==> config.mk <==
export PLATFORM = sky130hd
export DESIGN_NAME = branch_unit
export DESIGN_NICKNAME = d
export VERILOG_FILES = /design/src/inc/branch_pkg.sv /design/src/rtl/branch_decode.sv /design/src/rtl/fp_cond_bank.sv /design/src/rtl/branch_unit.sv
export SDC_FILE = /design/constraint.sdc
export NUM_CORES = 1
export LEC_CHECK = 0
export BUFFER_PORTS_ARGS = -buffer_cell sky130_fd_sc_hd__buf_2
export CORE_MARGIN = 8
export CORE_UTILIZATION = 55
export DETAILED_ROUTE_END_ITERATION = 10
export PLACE_DENSITY_LB_ADDON = 0.1
export SLEW_MARGIN = 15
export SYNTH_ARGS = -nofsm -noshare
export SYNTH_HDL_FRONTEND = slang
export SYNTH_HIERARCHICAL = 1
export SYNTH_SLANG_ARGS = --single-unit
==> constraint.sdc <==
create_clock -name aclk -period 4.5 [get_ports aclk]
set_input_delay 0.9 -clock aclk [delete_from_list [all_inputs] [get_ports aclk]]
set_output_delay 0.9 -clock aclk [all_outputs]
set_load 0.005 [all_outputs]
==> src/inc/branch_pkg.sv <==
// Shared constants and types for the relative branch unit
// Contract
// RQ1: The displacement is the 16-bit offset field shifted left two places, sign-extended to 32 bits.
// RQ2: The target is the delay-slot address plus the sign-extended displacement.
// RQ3: A taken branch redirects the program counter only after the delay-slot instruction.
// RQ4: The unconditional idiom is branch_equal with both sources register zero, always taken.
// RQ5: The link idiom is major_opcode_a, source 00000, selector 10001, with a 16-bit offset.
// RQ6: The link idiom writes register 31 with the address of the second instruction after it.
// RQ7: Software must not name register 31 as the source of a linking branch.
// RQ8: Software must not put a branch, jump, exception return or wait in a delay slot.
// RQ9: Float branches use opcode 010001, sub-field 01000, selector 20..18, nullify 17, sense 16.
// RQ10: With the sense flag at 0 the branch is taken only when the selected condition bit is 0.
// RQ11: With the sense flag at 1 the branch is taken only when the selected condition bit is 1.
// RQ12: In the likely form the delay slot is nullified when the branch is not taken.
// RQ13: Eight condition bits are held and selected by the selector, set by float compares.
// RQ14: Condition bits change only through the float compare instruction.
// RQ15: Float branches may raise unusable, reserved and unimplemented exceptions; idioms none.
// RQ16: Target and condition are formed in the branch cycle and applied in the next slot.
package branch_pkg;
	localparam int unsigned XLEN          = 32;
	localparam int unsigned COND_NUM      = 8;
	localparam logic [5:0]  OP_BRANCH_EQUAL   = 6'h04;
	localparam logic [5:0]  OP_MAJOR_A        = 6'h01;
	localparam logic [5:0]  OP_FLOAT_COPROC   = 6'h11;
	localparam logic [4:0]  SEL_NONNEG_LINK   = 5'h11;
	localparam logic [4:0]  SUB_FP_BRANCH     = 5'h08;
	localparam logic [4:0]  REG_ZERO          = 5'h00;
	localparam logic [4:0]  REG_LINK          = 5'h1F;
	// Instruction field positions
	localparam int unsigned OPC_HI      = 31;
	localparam int unsigned OPC_LO      = 26;
	localparam int unsigned RS_HI       = 25;
	localparam int unsigned RS_LO       = 21;
	localparam int unsigned RT_HI       = 20;
	localparam int unsigned RT_LO       = 16;
	localparam int unsigned COND_SEL_HI = 20;
	localparam int unsigned COND_SEL_LO = 18;
	localparam int unsigned NULLIFY_BIT = 17;
	localparam int unsigned SENSE_BIT   = 16;
	localparam int unsigned OFF_HI      = 15;
	localparam int unsigned SEXT_W      = 14;
	localparam logic [31:0] SLOT_STEP = 32'h0000_0004;
	localparam logic [31:0] LINK_STEP = 32'h0000_0008;
	// Register map (byte addresses)
	localparam logic [7:0]  ADDR_CTRL   = 8'h00;
	localparam logic [7:0]  ADDR_STATUS = 8'h04;
	localparam logic [7:0]  ADDR_MASK   = 8'h08;
	localparam logic [7:0]  ADDR_TARGET = 8'h0C;
	localparam logic [7:0]  ADDR_COND   = 8'h10;
	localparam logic [7:0]  ADDR_LINK   = 8'h14;
	localparam int unsigned CTRL_W      = 3;
	localparam int unsigned CTRL_USABLE = 0;
	localparam int unsigned CTRL_PRESENT = 1;
	localparam int unsigned CTRL_TRAP   = 2;
	localparam logic [2:0]  CTRL_RESET  = 3'h3;
	localparam int unsigned EV_W        = 5;
	localparam int unsigned EV_TAKEN    = 0;
	localparam int unsigned EV_NULLIFY  = 1;
	localparam int unsigned EV_UNUSABLE = 2;
	localparam int unsigned EV_RESERVED = 3;
	localparam int unsigned EV_UNIMPL   = 4;
	localparam logic [4:0]  EV_RESET    = 5'h00;
	localparam logic [1:0]  RESP_OKAY   = 2'h0;
	localparam logic [1:0]  RESP_SLVERR = 2'h2;
	typedef enum logic [1:0] {
		KIND_NONE   = 2'h0,
		KIND_UNCOND = 2'h1,
		KIND_LINK   = 2'h3,
		KIND_FP     = 2'h2
	} branch_kind_type;
	typedef enum logic [0:0] {
		ST_IDLE = 1'h0,
		ST_SLOT = 1'h1
	} seq_state_type;
	typedef enum logic [2:0] {
		REG_CTRL_SEL   = 3'h0,
		REG_STATUS_SEL = 3'h1,
		REG_MASK_SEL   = 3'h2,
		REG_TARGET_SEL = 3'h3,
		REG_COND_SEL   = 3'h4,
		REG_LINK_SEL   = 3'h5,
		REG_NONE_SEL   = 3'h7
	} reg_sel_type;
endpackage : branch_pkg

==> src/rtl/branch_decode.sv <==
// Instruction classifier and target arithmetic for the branch group
`timescale 1ns/100ps
module branch_decode (
	// Instruction under decode
	input  wire logic [31:0]                  instr,
	input  wire logic [31:0]                  pc,
	// Decoded fields
	output branch_pkg::branch_kind_type       kind,
	output logic      [2:0]                   fp_cond_select,
	output logic                              nullify_flag,
	output logic                              sense_flag,
	output logic      [31:0]                  target,
	output logic      [31:0]                  link_value
);
	logic [31:0] disp;

	function automatic branch_pkg::branch_kind_type classify(input logic [31:0] w);
		logic [5:0] opc;
		logic [4:0] rs;
		logic [4:0] rt;
		opc = w[branch_pkg::OPC_HI:branch_pkg::OPC_LO];
		rs  = w[branch_pkg::RS_HI:branch_pkg::RS_LO];
		rt  = w[branch_pkg::RT_HI:branch_pkg::RT_LO];
		if (opc == branch_pkg::OP_BRANCH_EQUAL && rs == branch_pkg::REG_ZERO
				&& rt == branch_pkg::REG_ZERO) begin // RQ4
			return branch_pkg::KIND_UNCOND;
		end else if (opc == branch_pkg::OP_MAJOR_A && rs == branch_pkg::REG_ZERO
				&& rt == branch_pkg::SEL_NONNEG_LINK) begin // RQ5
			return branch_pkg::KIND_LINK;
		end else if (opc == branch_pkg::OP_FLOAT_COPROC
				&& rs == branch_pkg::SUB_FP_BRANCH) begin // RQ9
			return branch_pkg::KIND_FP;
		end else begin
			return branch_pkg::KIND_NONE;
		end
	endfunction : classify

	always_comb begin
		kind           = classify(instr);
		fp_cond_select = instr[branch_pkg::COND_SEL_HI:branch_pkg::COND_SEL_LO]; // RQ9
		nullify_flag   = instr[branch_pkg::NULLIFY_BIT];
		sense_flag     = instr[branch_pkg::SENSE_BIT];
		// Offset with two zero bits, sign-extended from bit 17
		disp = {{branch_pkg::SEXT_W{instr[branch_pkg::OFF_HI]}},
			instr[branch_pkg::OFF_HI:0], 2'h0}; // RQ1
		target     = pc + branch_pkg::SLOT_STEP + disp; // RQ2
		link_value = pc + branch_pkg::LINK_STEP; // RQ6
	end
endmodule : branch_decode

==> src/rtl/fp_cond_bank.sv <==
// Eight floating-point condition bits written by compares
`timescale 1ns/100ps
module fp_cond_bank (
	// Clock and reset
	input  wire logic        aclk,
	input  wire logic        aresetn,
	// Compare result port
	input  wire logic        cmp_valid,
	input  wire logic [2:0]  cmp_sel,
	input  wire logic        cmp_value,
	// Branch test port
	input  wire logic [2:0]  rd_sel,
	output logic             rd_bit,
	output logic [7:0]       all_bits
);
	typedef struct packed {
		logic [7:0] bits;
	} bank_type;

	bank_type q;
	bank_type d;

	always_comb begin
		d = q;
		// Only a compare may change a condition bit
		if (cmp_valid) begin
			d.bits[cmp_sel] = cmp_value; // RQ14
		end
	end

	always_ff @(posedge aclk) begin
		if (!aresetn) begin
			q <= '0;
		end else begin
			q <= d;
		end
	end

	assign rd_bit   = q.bits[rd_sel]; // RQ13
	assign all_bits = q.bits;
endmodule : fp_cond_bank

==> src/rtl/branch_unit.sv <==
// Relative branch unit with delay-slot sequencing and AXI4-Lite registers
`timescale 1ns/100ps
module branch_unit (
	// Clock and reset
	input  wire logic        aclk,
	input  wire logic        aresetn,
	// Instruction stream from fetch
	input  wire logic        instr_valid,
	input  wire logic [31:0] instr_word,
	input  wire logic [31:0] instr_pc,
	// Float compare results
	input  wire logic        fp_cmp_valid,
	input  wire logic [2:0]  fp_cmp_sel,
	input  wire logic        fp_cmp_value,
	// Program counter redirect and slot control
	output logic             redirect_valid,
	output logic [31:0]      redirect_pc,
	output logic             nullify_slot,
	// Link register write
	output logic             link_we,
	output logic [4:0]       link_reg,
	output logic [31:0]      link_data,
	// Exceptions
	output logic             exc_cop_unusable,
	output logic             exc_reserved,
	output logic             exc_fp_unimpl,
	output logic             irq,
	// AXI4-Lite write address and data
	input  wire logic [7:0]  awaddr,
	input  wire logic        awvalid,
	output logic             awready,
	input  wire logic [31:0] wdata,
	input  wire logic [3:0]  wstrb,
	input  wire logic        wvalid,
	output logic             wready,
	// AXI4-Lite write response
	output logic [1:0]       bresp,
	output logic             bvalid,
	input  wire logic        bready,
	// AXI4-Lite read
	input  wire logic [7:0]  araddr,
	input  wire logic        arvalid,
	output logic             arready,
	output logic [31:0]      rdata,
	output logic [1:0]       rresp,
	output logic             rvalid,
	input  wire logic        rready
);
	// Unit state apart from the condition bits in u_cond, registered as one word
	typedef struct packed {
		// Delay-slot sequencer
		branch_pkg::seq_state_type st;
		logic                      taken;
		logic                      likely;
		logic [31:0]               target;
		// One-cycle pulses and held outputs
		logic                      redirect;
		logic [31:0]               redirect_pc;
		logic                      nullify;
		logic                      link_we;
		logic [31:0]               link_data;
		logic                      exc_unusable;
		logic                      exc_reserved;
		logic                      exc_unimpl;
		// Software-visible registers
		logic [2:0]                ctrl;
		logic [4:0]                status;
		logic [4:0]                mask;
		logic [31:0]               last_target;
		// Bus responses
		logic                      bvalid;
		logic [1:0]                bresp;
		logic                      rvalid;
		logic [31:0]               rdata;
		logic [1:0]                rresp;
	} unit_type;

	unit_type                    q;
	unit_type                    d;
	branch_pkg::branch_kind_type kind;
	logic [2:0]                  fp_cond_select;
	logic                        nullify_flag;
	logic                        sense_flag;
	logic [31:0]                 target;
	logic [31:0]                 link_value;
	logic                        cond_bit;
	logic [7:0]                  cond_bits;
	logic [4:0]                  events;
	logic                        wr_fire;
	logic                        rd_fire;
	branch_pkg::reg_sel_type     wsel;
	branch_pkg::reg_sel_type     rsel;

	// Shared by the write and read paths
	function automatic branch_pkg::reg_sel_type reg_decode(input logic [7:0] a);
		case (a)
			branch_pkg::ADDR_CTRL:   return branch_pkg::REG_CTRL_SEL;
			branch_pkg::ADDR_STATUS: return branch_pkg::REG_STATUS_SEL;
			branch_pkg::ADDR_MASK:   return branch_pkg::REG_MASK_SEL;
			branch_pkg::ADDR_TARGET: return branch_pkg::REG_TARGET_SEL;
			branch_pkg::ADDR_COND:   return branch_pkg::REG_COND_SEL;
			branch_pkg::ADDR_LINK:   return branch_pkg::REG_LINK_SEL;
			default:                 return branch_pkg::REG_NONE_SEL;
		endcase
	endfunction : reg_decode

	branch_decode u_decode (
		.instr          (instr_word),
		.pc             (instr_pc),
		.kind           (kind),
		.fp_cond_select (fp_cond_select),
		.nullify_flag   (nullify_flag),
		.sense_flag     (sense_flag),
		.target         (target),
		.link_value     (link_value)
	);

	// The bank is read with the selector of the word under decode
	fp_cond_bank u_cond (
		.aclk      (aclk),
		.aresetn   (aresetn),
		.cmp_valid (fp_cmp_valid),
		.cmp_sel   (fp_cmp_sel),
		.cmp_value (fp_cmp_value),
		.rd_sel    (fp_cond_select),
		.rd_bit    (cond_bit),
		.all_bits  (cond_bits)
	);

	// Both write channels are taken in one edge; holding ready low until both arrive
	// is legal and avoids buffering a lone address or data beat.
	assign wr_fire = awvalid && wvalid && !q.bvalid;
	assign rd_fire = arvalid && !q.rvalid;
	assign wsel    = reg_decode(awaddr);
	assign rsel    = reg_decode(araddr);

	always_comb begin
		d          = q;

		// Pulses last one cycle unless raised again below
		d.redirect = 1'b0;
		d.nullify  = 1'b0;
		d.link_we  = 1'b0;
		d.exc_unusable = 1'b0;
		d.exc_reserved = 1'b0;
		d.exc_unimpl   = 1'b0;

		case (q.st)
			branch_pkg::ST_IDLE: begin
				if (instr_valid && kind != branch_pkg::KIND_NONE) begin
					// Unusable unit first, then absent unit, then the trap
					if (kind == branch_pkg::KIND_FP
							&& !q.ctrl[branch_pkg::CTRL_USABLE]) begin
						d.exc_unusable = 1'b1; // RQ15
					end else if (kind == branch_pkg::KIND_FP
							&& !q.ctrl[branch_pkg::CTRL_PRESENT]) begin
						d.exc_reserved = 1'b1; // RQ15
					end else if (kind == branch_pkg::KIND_FP
							&& q.ctrl[branch_pkg::CTRL_TRAP]) begin
						d.exc_unimpl = 1'b1; // RQ15
					end else begin
						// Condition and target are latched now, used at the slot
						d.st     = branch_pkg::ST_SLOT; // RQ16
						d.target = target;
						if (kind == branch_pkg::KIND_FP) begin
							d.taken  = (cond_bit == sense_flag); // RQ10 RQ11
							d.likely = nullify_flag;
						end else begin
							d.taken  = 1'b1; // RQ4
							d.likely = 1'b0;
						end
						if (kind == branch_pkg::KIND_LINK) begin
							d.link_we   = 1'b1; // RQ6
							d.link_data = link_value;
						end
					end
				end
			end
			branch_pkg::ST_SLOT: begin
				// The slot instruction goes by first; a branch placed here is not decoded
				if (instr_valid) begin // RQ8
					d.st          = branch_pkg::ST_IDLE;
					d.redirect    = q.taken; // RQ3
					d.redirect_pc = q.target;
					d.nullify     = q.likely && !q.taken; // RQ12
					if (q.taken) begin
						d.last_target = q.target;
					end
				end
			end
			default: begin
				d.st = branch_pkg::ST_IDLE;
			end
		endcase

		// Event pulses feed the sticky status bits
		events                          = '0;
		events[branch_pkg::EV_TAKEN]    = d.redirect;
		events[branch_pkg::EV_NULLIFY]  = d.nullify;
		events[branch_pkg::EV_UNUSABLE] = d.exc_unusable;
		events[branch_pkg::EV_RESERVED] = d.exc_reserved;
		events[branch_pkg::EV_UNIMPL]   = d.exc_unimpl;

		// One write at a time; the next is taken once bready frees the response
		if (q.bvalid && bready) begin
			d.bvalid = 1'b0;
		end
		if (wr_fire) begin
			d.bvalid = 1'b1;
			d.bresp  = branch_pkg::RESP_OKAY;
			case (wsel)
				branch_pkg::REG_CTRL_SEL: begin
					if (wstrb[0]) begin
						d.ctrl = wdata[branch_pkg::CTRL_W-1:0];
					end
				end
				branch_pkg::REG_STATUS_SEL: begin
					if (wstrb[0]) begin
						d.status = q.status & ~wdata[branch_pkg::EV_W-1:0];
					end
				end
				branch_pkg::REG_MASK_SEL: begin
					if (wstrb[0]) begin
						d.mask = wdata[branch_pkg::EV_W-1:0];
					end
				end
				branch_pkg::REG_TARGET_SEL, branch_pkg::REG_COND_SEL,
				branch_pkg::REG_LINK_SEL: begin
					d.bresp = branch_pkg::RESP_OKAY;
				end
				default: begin
					d.bresp = branch_pkg::RESP_SLVERR;
				end
			endcase
		end

		// A new event wins over a clear in the same cycle
		d.status = d.status | events;

		// Read data are registered and stand unchanged while rvalid waits
		if (q.rvalid && rready) begin
			d.rvalid = 1'b0;
		end
		if (rd_fire) begin
			d.rvalid = 1'b1;
			d.rresp  = branch_pkg::RESP_OKAY;
			d.rdata  = '0;
			case (rsel)
				branch_pkg::REG_CTRL_SEL: begin
					d.rdata[branch_pkg::CTRL_W-1:0] = q.ctrl;
				end
				branch_pkg::REG_STATUS_SEL: begin
					d.rdata[branch_pkg::EV_W-1:0] = q.status;
				end
				branch_pkg::REG_MASK_SEL: begin
					d.rdata[branch_pkg::EV_W-1:0] = q.mask;
				end
				branch_pkg::REG_TARGET_SEL: begin
					d.rdata = q.last_target;
				end
				branch_pkg::REG_COND_SEL: begin
					d.rdata[7:0] = cond_bits;
				end
				branch_pkg::REG_LINK_SEL: begin
					d.rdata = q.link_data;
				end
				default: begin
					d.rresp = branch_pkg::RESP_SLVERR;
				end
			endcase
		end
	end

	always_ff @(posedge aclk) begin
		if (!aresetn) begin
			q        <= '0;
			q.st     <= branch_pkg::ST_IDLE;
			q.ctrl   <= branch_pkg::CTRL_RESET;
			q.status <= branch_pkg::EV_RESET;
			q.mask   <= branch_pkg::EV_RESET;
		end else begin
			q <= d;
		end
	end

	// Sequencer and exception outputs
	assign redirect_valid   = q.redirect;
	assign redirect_pc      = q.redirect_pc;
	assign nullify_slot     = q.nullify;
	assign link_we          = q.link_we;
	assign link_reg         = branch_pkg::REG_LINK;
	assign link_data        = q.link_data;
	assign exc_cop_unusable = q.exc_unusable;
	assign exc_reserved     = q.exc_reserved;
	assign exc_fp_unimpl    = q.exc_unimpl;
	assign irq              = |(q.status & q.mask);

	// Register bus handshakes and responses
	assign awready          = wr_fire;
	assign wready           = wr_fire;
	assign bvalid           = q.bvalid;
	assign bresp            = q.bresp;
	assign arready          = !q.rvalid;
	assign rvalid           = q.rvalid;
	assign rdata            = q.rdata;
	assign rresp            = q.rresp;
endmodule : branch_unit

==> run_summary.xml <==
<?xml version="1.0" encoding="UTF-8"?>
<metrics>
  <group name="place">
    <metric name="gpl.final_weighted_congestion" unit="">0.9000</metric>
    <metric name="post_dp_cell_area" unit="sq mm">0.01140</metric>
    <metric name="portBuffers" unit="">208</metric>
    <metric name="post-dp-hpwl" unit="um">22410</metric>
  </group>
  <group name="timing">
    <metric name="clock-skew-final" unit="ns">0.01539</metric>
    <metric name="worst_slew_margin_rel" unit="">0.4546</metric>
    <metric name="setup_viol" unit="">0</metric>
    <metric name="tns" unit="ns">0</metric>
    <metric name="finalHoldWorstSlack" unit="ns">0.4534</metric>
    <metric name="final_max_tran_viols" unit="">0</metric>
    <metric name="transition_time_at_the_pin_with_the_least_slew_margin" unit="ns">0.8181</metric>
    <metric name="report.final.hold_viol_count" unit="">0</metric>
    <metric name="grt_setup_unrepaired" unit="">false</metric>
    <metric name="min_period_over_period" unit="">0.7676</metric>
    <metric name="finalWorstPathRequiredPeriod" unit="ns">3.454</metric>
    <metric name="maxClockFrequency" unit="MHz">289.5</metric>
  </group>
  <group name="grt">
    <metric name="grt_pass1_wl" unit="um">47620</metric>
    <metric name="grt_start_max_net_pins" unit="">91</metric>
    <metric name="first_global_vias" unit="">8742</metric>
    <metric name="global_route.overflow_total" unit="">0</metric>
    <metric name="global_route.usage.total" unit="">0.2431</metric>
    <metric name="antenna_found_initial" unit="">0</metric>
  </group>
  <group name="die">
    <metric name="floorplan.die.height" unit="um">157.7</metric>
    <metric name="start_util" unit="">0.5526</metric>
    <metric name="width_of_the_chip" unit="um">157.7</metric>
    <metric name="boundaryPins" unit="">246</metric>
    <metric name="fp.coreArea" unit="sq mm">0.01997</metric>
    <metric name="dieArea" unit="sq mm">0.02486</metric>
    <metric name="fp-row-count" unit="">52</metric>
  </group>
  <group name="clock_network">
    <metric name="clkSinkCount" unit="">194</metric>
    <metric name="cts_tree" unit="">yes</metric>
    <metric name="holdBufCountCts" unit="">0</metric>
    <metric name="post-cts-setup-buffer-count" unit="">0</metric>
    <metric name="cts_max_path_buffers" unit="">2</metric>
    <metric name="cts_inserted_buffers" unit="">17</metric>
    <metric name="clk_pin_slew" unit="ns">0.08</metric>
    <metric name="worstSkewPairLatency" unit="ns">0.44</metric>
    <metric name="post_cts_resized" unit="">0</metric>
    <metric name="cts.root.buffer_cell" unit="">clkbuf_16</metric>
    <metric name="clock_tree.htree_level_count" unit="">4</metric>
  </group>
  <group name="power_and_ir_drop">
    <metric name="cellPowerDensity" unit="mW/mm^2">324.5</metric>
    <metric name="share_of_total_power_consumed_by_net_switching" unit="">0.2978</metric>
    <metric name="cellInternalPower" unit="uW">2743</metric>
    <metric name="power.sequential.fraction" unit="">0.447</metric>
    <metric name="clockPowerShare" unit="">0.407</metric>
    <metric name="power.total" unit="uW">3906</metric>
    <metric name="cellLeakagePower" unit="uW">0.005086</metric>
    <metric name="peakVddDrop" unit="V">0.0002743</metric>
    <metric name="netSwitchingPower" unit="uW">1163</metric>
    <metric name="comb_power_share" unit="">0.147</metric>
  </group>
  <group name="yosys">
    <metric name="syn_inst" unit="">1293</metric>
    <metric name="ys_seq_elements" unit="">194</metric>
    <metric name="synth_edf_count" unit="">0</metric>
    <metric name="ys_dominant_reg_cell" unit="">dfxtp_1</metric>
    <metric name="synth-seq-area-share" unit="">0.3519</metric>
    <metric name="async_reset_ff_frac" unit="">0</metric>
    <metric name="per_instance_average_area_after_synthesis" unit="sq um">8.536</metric>
    <metric name="ys_types" unit="">87</metric>
    <metric name="cell_area_synth" unit="sq mm">0.01104</metric>
    <metric name="ys.warnings.count" unit="">6</metric>
  </group>
  <group name="cells_and_area">
    <metric name="num-fill-cells" unit="">1855</metric>
    <metric name="finalNetCount" unit="">1545</metric>
    <metric name="layout-drive-gt1-share" unit="">0.2164</metric>
    <metric name="flow.area_growth_from_synthesis" unit="%">9.058</metric>
    <metric name="postLayoutCellArea" unit="sq mm">0.01204</metric>
    <metric name="antennaDiodeCount" unit="">0</metric>
  </group>
  <group name="hold_path">
    <metric name="whs_path_depth" unit="">2</metric>
    <metric name="holdCritPathClass" unit="">register to register</metric>
    <metric name="holdCritStartpoint" unit="">rdata[5]$_SDFFE_PN0P_</metric>
    <metric name="capture_endpoint_of_the_worst_hold_path" unit="">rdata[5]$_SDFFE_PN0P_</metric>
  </group>
  <group name="routing">
    <metric name="detailroute.via_count" unit="">9236</metric>
    <metric name="drt_pass1_iterations" unit="">6</metric>
    <metric name="post_drt_via_cell_ratio" unit="">5.639</metric>
    <metric name="drc" unit="">0</metric>
    <metric name="antenna_left" unit="">0</metric>
    <metric name="iteration_0_drc_count_of_the_detailed_router" unit="">552</metric>
    <metric name="routed_wl" unit="um">30780</metric>
    <metric name="wl_per_cell" unit="um">18.79</metric>
  </group>
  <group name="worst_setup_path">
    <metric name="critPathBufInv" unit="">1</metric>
    <metric name="critical_setup_path_kind" unit="">input port to register</metric>
    <metric name="reg2reg_depth" unit="">4</metric>
    <metric name="rrSetupSlack" unit="ns">2.21</metric>
    <metric name="worst-endpoint-required" unit="ns">4.85</metric>
    <metric name="path_cells" unit="">buf_2 -&gt; or4_4 -&gt; or2_2 -&gt; ha_1 -&gt; or4b_2 -&gt; nor2_1 -&gt; a221oi_1 -&gt; a22oi_1</metric>
    <metric name="cp_slowest_cell" unit="">or4b_2</metric>
    <metric name="worstSetupEndpointType" unit="">register</metric>
    <metric name="worstSetupStartpointType" unit="">input port</metric>
    <metric name="critical_path.max_fanout" unit="">12</metric>
    <metric name="r2r-start" unit="">q[187]$_SDFF_PN0_</metric>
    <metric name="timing.critical_path.slowest_cell_delay" unit="ns">0.66</metric>
    <metric name="worst_r2r_endpoint" unit="">q[46]$_SDFFE_PN0P_</metric>
    <metric name="cpLargestDelayFamily" unit="">simple AND/OR/NAND/NOR gates</metric>
    <metric name="critPathArrivalTime" unit="ns">3.81</metric>
  </group>
  <group name="run">
    <metric name="cap_violations" unit="">0</metric>
  </group>
  <group name="outcome">
    <metric name="status" unit="">finished, final reports clean</metric>
  </group>
</metrics>
## synthesized netlist by cell type, drive strengths merged, types with 4 or more instances
cell,n,area [sq um]
nand2,262,983.4
dfxtp,194,3884
buf,125,930.9
a21boi,102,765.7
ha,60,750.7
clkbuf,58,217.7
nor2,53,206.5
o21ai,50,250.2
a21oi,34,173.9
a22o,33,289.0
xnor2,33,289.0
a221oi,31,277.8
nand3,29,150.1
mux2i,21,210.2
inv,20,75.07
xor2,20,175.2
nor2b,15,93.84
nor3,15,85.08
and3,10,73.82
mux2,9,108.9
a21o,8,60.06
nand4,8,50.05
a22oi,7,52.55
nor4,6,50.04
a31o,5,43.79
and2,5,31.28
nor4b,5,58.80
a211oi,4,35.03
a31oi,4,25.02
nand2b,4,27.53
nand4b,4,35.03
o21bai,4,30.03
or4,4,33.78
or4b,4,40.04
## placed cells by master (no fill, tap or decap), types with 30 or more instances in the layout
cell      instances
a21boi_0        102
a21oi_1          33
a221oi_1         30
a22o_1           33
buf_2           207
dfxtp_1         194
ha_1             60
nand2_1         262
nor2_1           52
o21ai_0          40
xnor2_1          33
## logic make-up after synthesis
| family | count (synthesis) | synth area share |
|---|---|---|
| other | 2 | 0.0006804 |
| DFF | 194 | 0.3519 |
| AOI/OAI and AO/OA | 306 | 0.2021 |
| xor gates and xnor gates | 53 | 0.04206 |
| and+or+nand+nor | 442 | 0.1889 |
| adders and majority gates | 61 | 0.06983 |
| buffers and inverters | 203 | 0.1109 |
| muxes | 32 | 0.03367 |
## worst max-delay path by stage
stage,from,endpoint,slack [ns],depth (start not counted)
6_report,araddr[4],rdata[2]$_SDFFE_PN0P_,1.05,8
3_3_place_gp,araddr[4],rdata[19]$_SDFFE_PN0P_,0.73,9
2_1_floorplan,araddr[4],rdata[25]$_SDFFE_PN0P_,0.89,9
4_1_cts,araddr[4],rdata[2]$_SDFFE_PN0P_,1.13,8
5_1_grt,araddr[4],rdata[2]$_SDFFE_PN0P_,0.89,8
3_5_place_dp,araddr[4],rdata[30]$_SDFFE_PN0P_,0.68,9
## routing by layer
layer / global-route usage / share of wire / vias up
li1: - / - / 4553
met1: 0.3343 / 0.47 / 4349
met2: 0.3952 / 0.45 / 315
met3: 0.03713 / 0.072 / 19
met4: 0.05258 / 0.0076 / 0
met5: 0 / 0 / -
## worst reg2reg max path, cell delays in order (launching register included)
cell and delay [ns]:
dfxtp_1 0.37, and2_1 0.50, and3_1 0.78, buf_4 0.39, a22o_1 0.19
## per-stage QoR
stage	utilization	worst slack, ns	cells
floorplan	-	0.8856	1298
global placement	0.5710	0.7255	1606
detailed placement	0.5710	0.6827	1606
CTS	0.6026	1.132	1638
global route	0.6026	0.8943	1638
finish	0.6026	1.046	1638
## registers in the layout (all words and copies together), names as in the netlist
| register | count |
|---|---|
| redirect_valid | 1 |
| bvalid | 1 |
| exc_fp_unimpl | 1 |
| nullify_slot | 1 |
| rvalid | 1 |
| redirect_pc | 32 |
| q | 80 |
| bresp | 1 |
| rresp | 1 |
| u_cond/all_bits | 8 |
| exc_reserved | 1 |
| link_we | 1 |
| exc_cop_unusable | 1 |
| link_data | 32 |
| rdata | 32 |
## cell type report
class	instances	area [sq um]	area share
multi-input cells	901	5954	0.4947
clock buffers	17	425.4	0.03534
well taps	270	337.8	0.02807
flip-flops and latches	194	3884	0.3227
inverters	20	75.07	0.006237
clock inverters	15	206.4	0.01715
repair buffers	221	1154	0.09584
## power groups by stage
| stage | combinational (uW) | clock [uW] | sequential, uW |
|---|---|---|---|
| floorplan | 411 | 0 | 1780 |
| global placement | 564 | 0 | 1790 |
| detailed placement | 562 | 0 | 1790 |
| CTS | 568 | 1620 | 1750 |
| global route | 630 | 1690 | 1750 |
| finish | 573 | 1590 | 1740 |
Power figures use the tool's default switching activity.
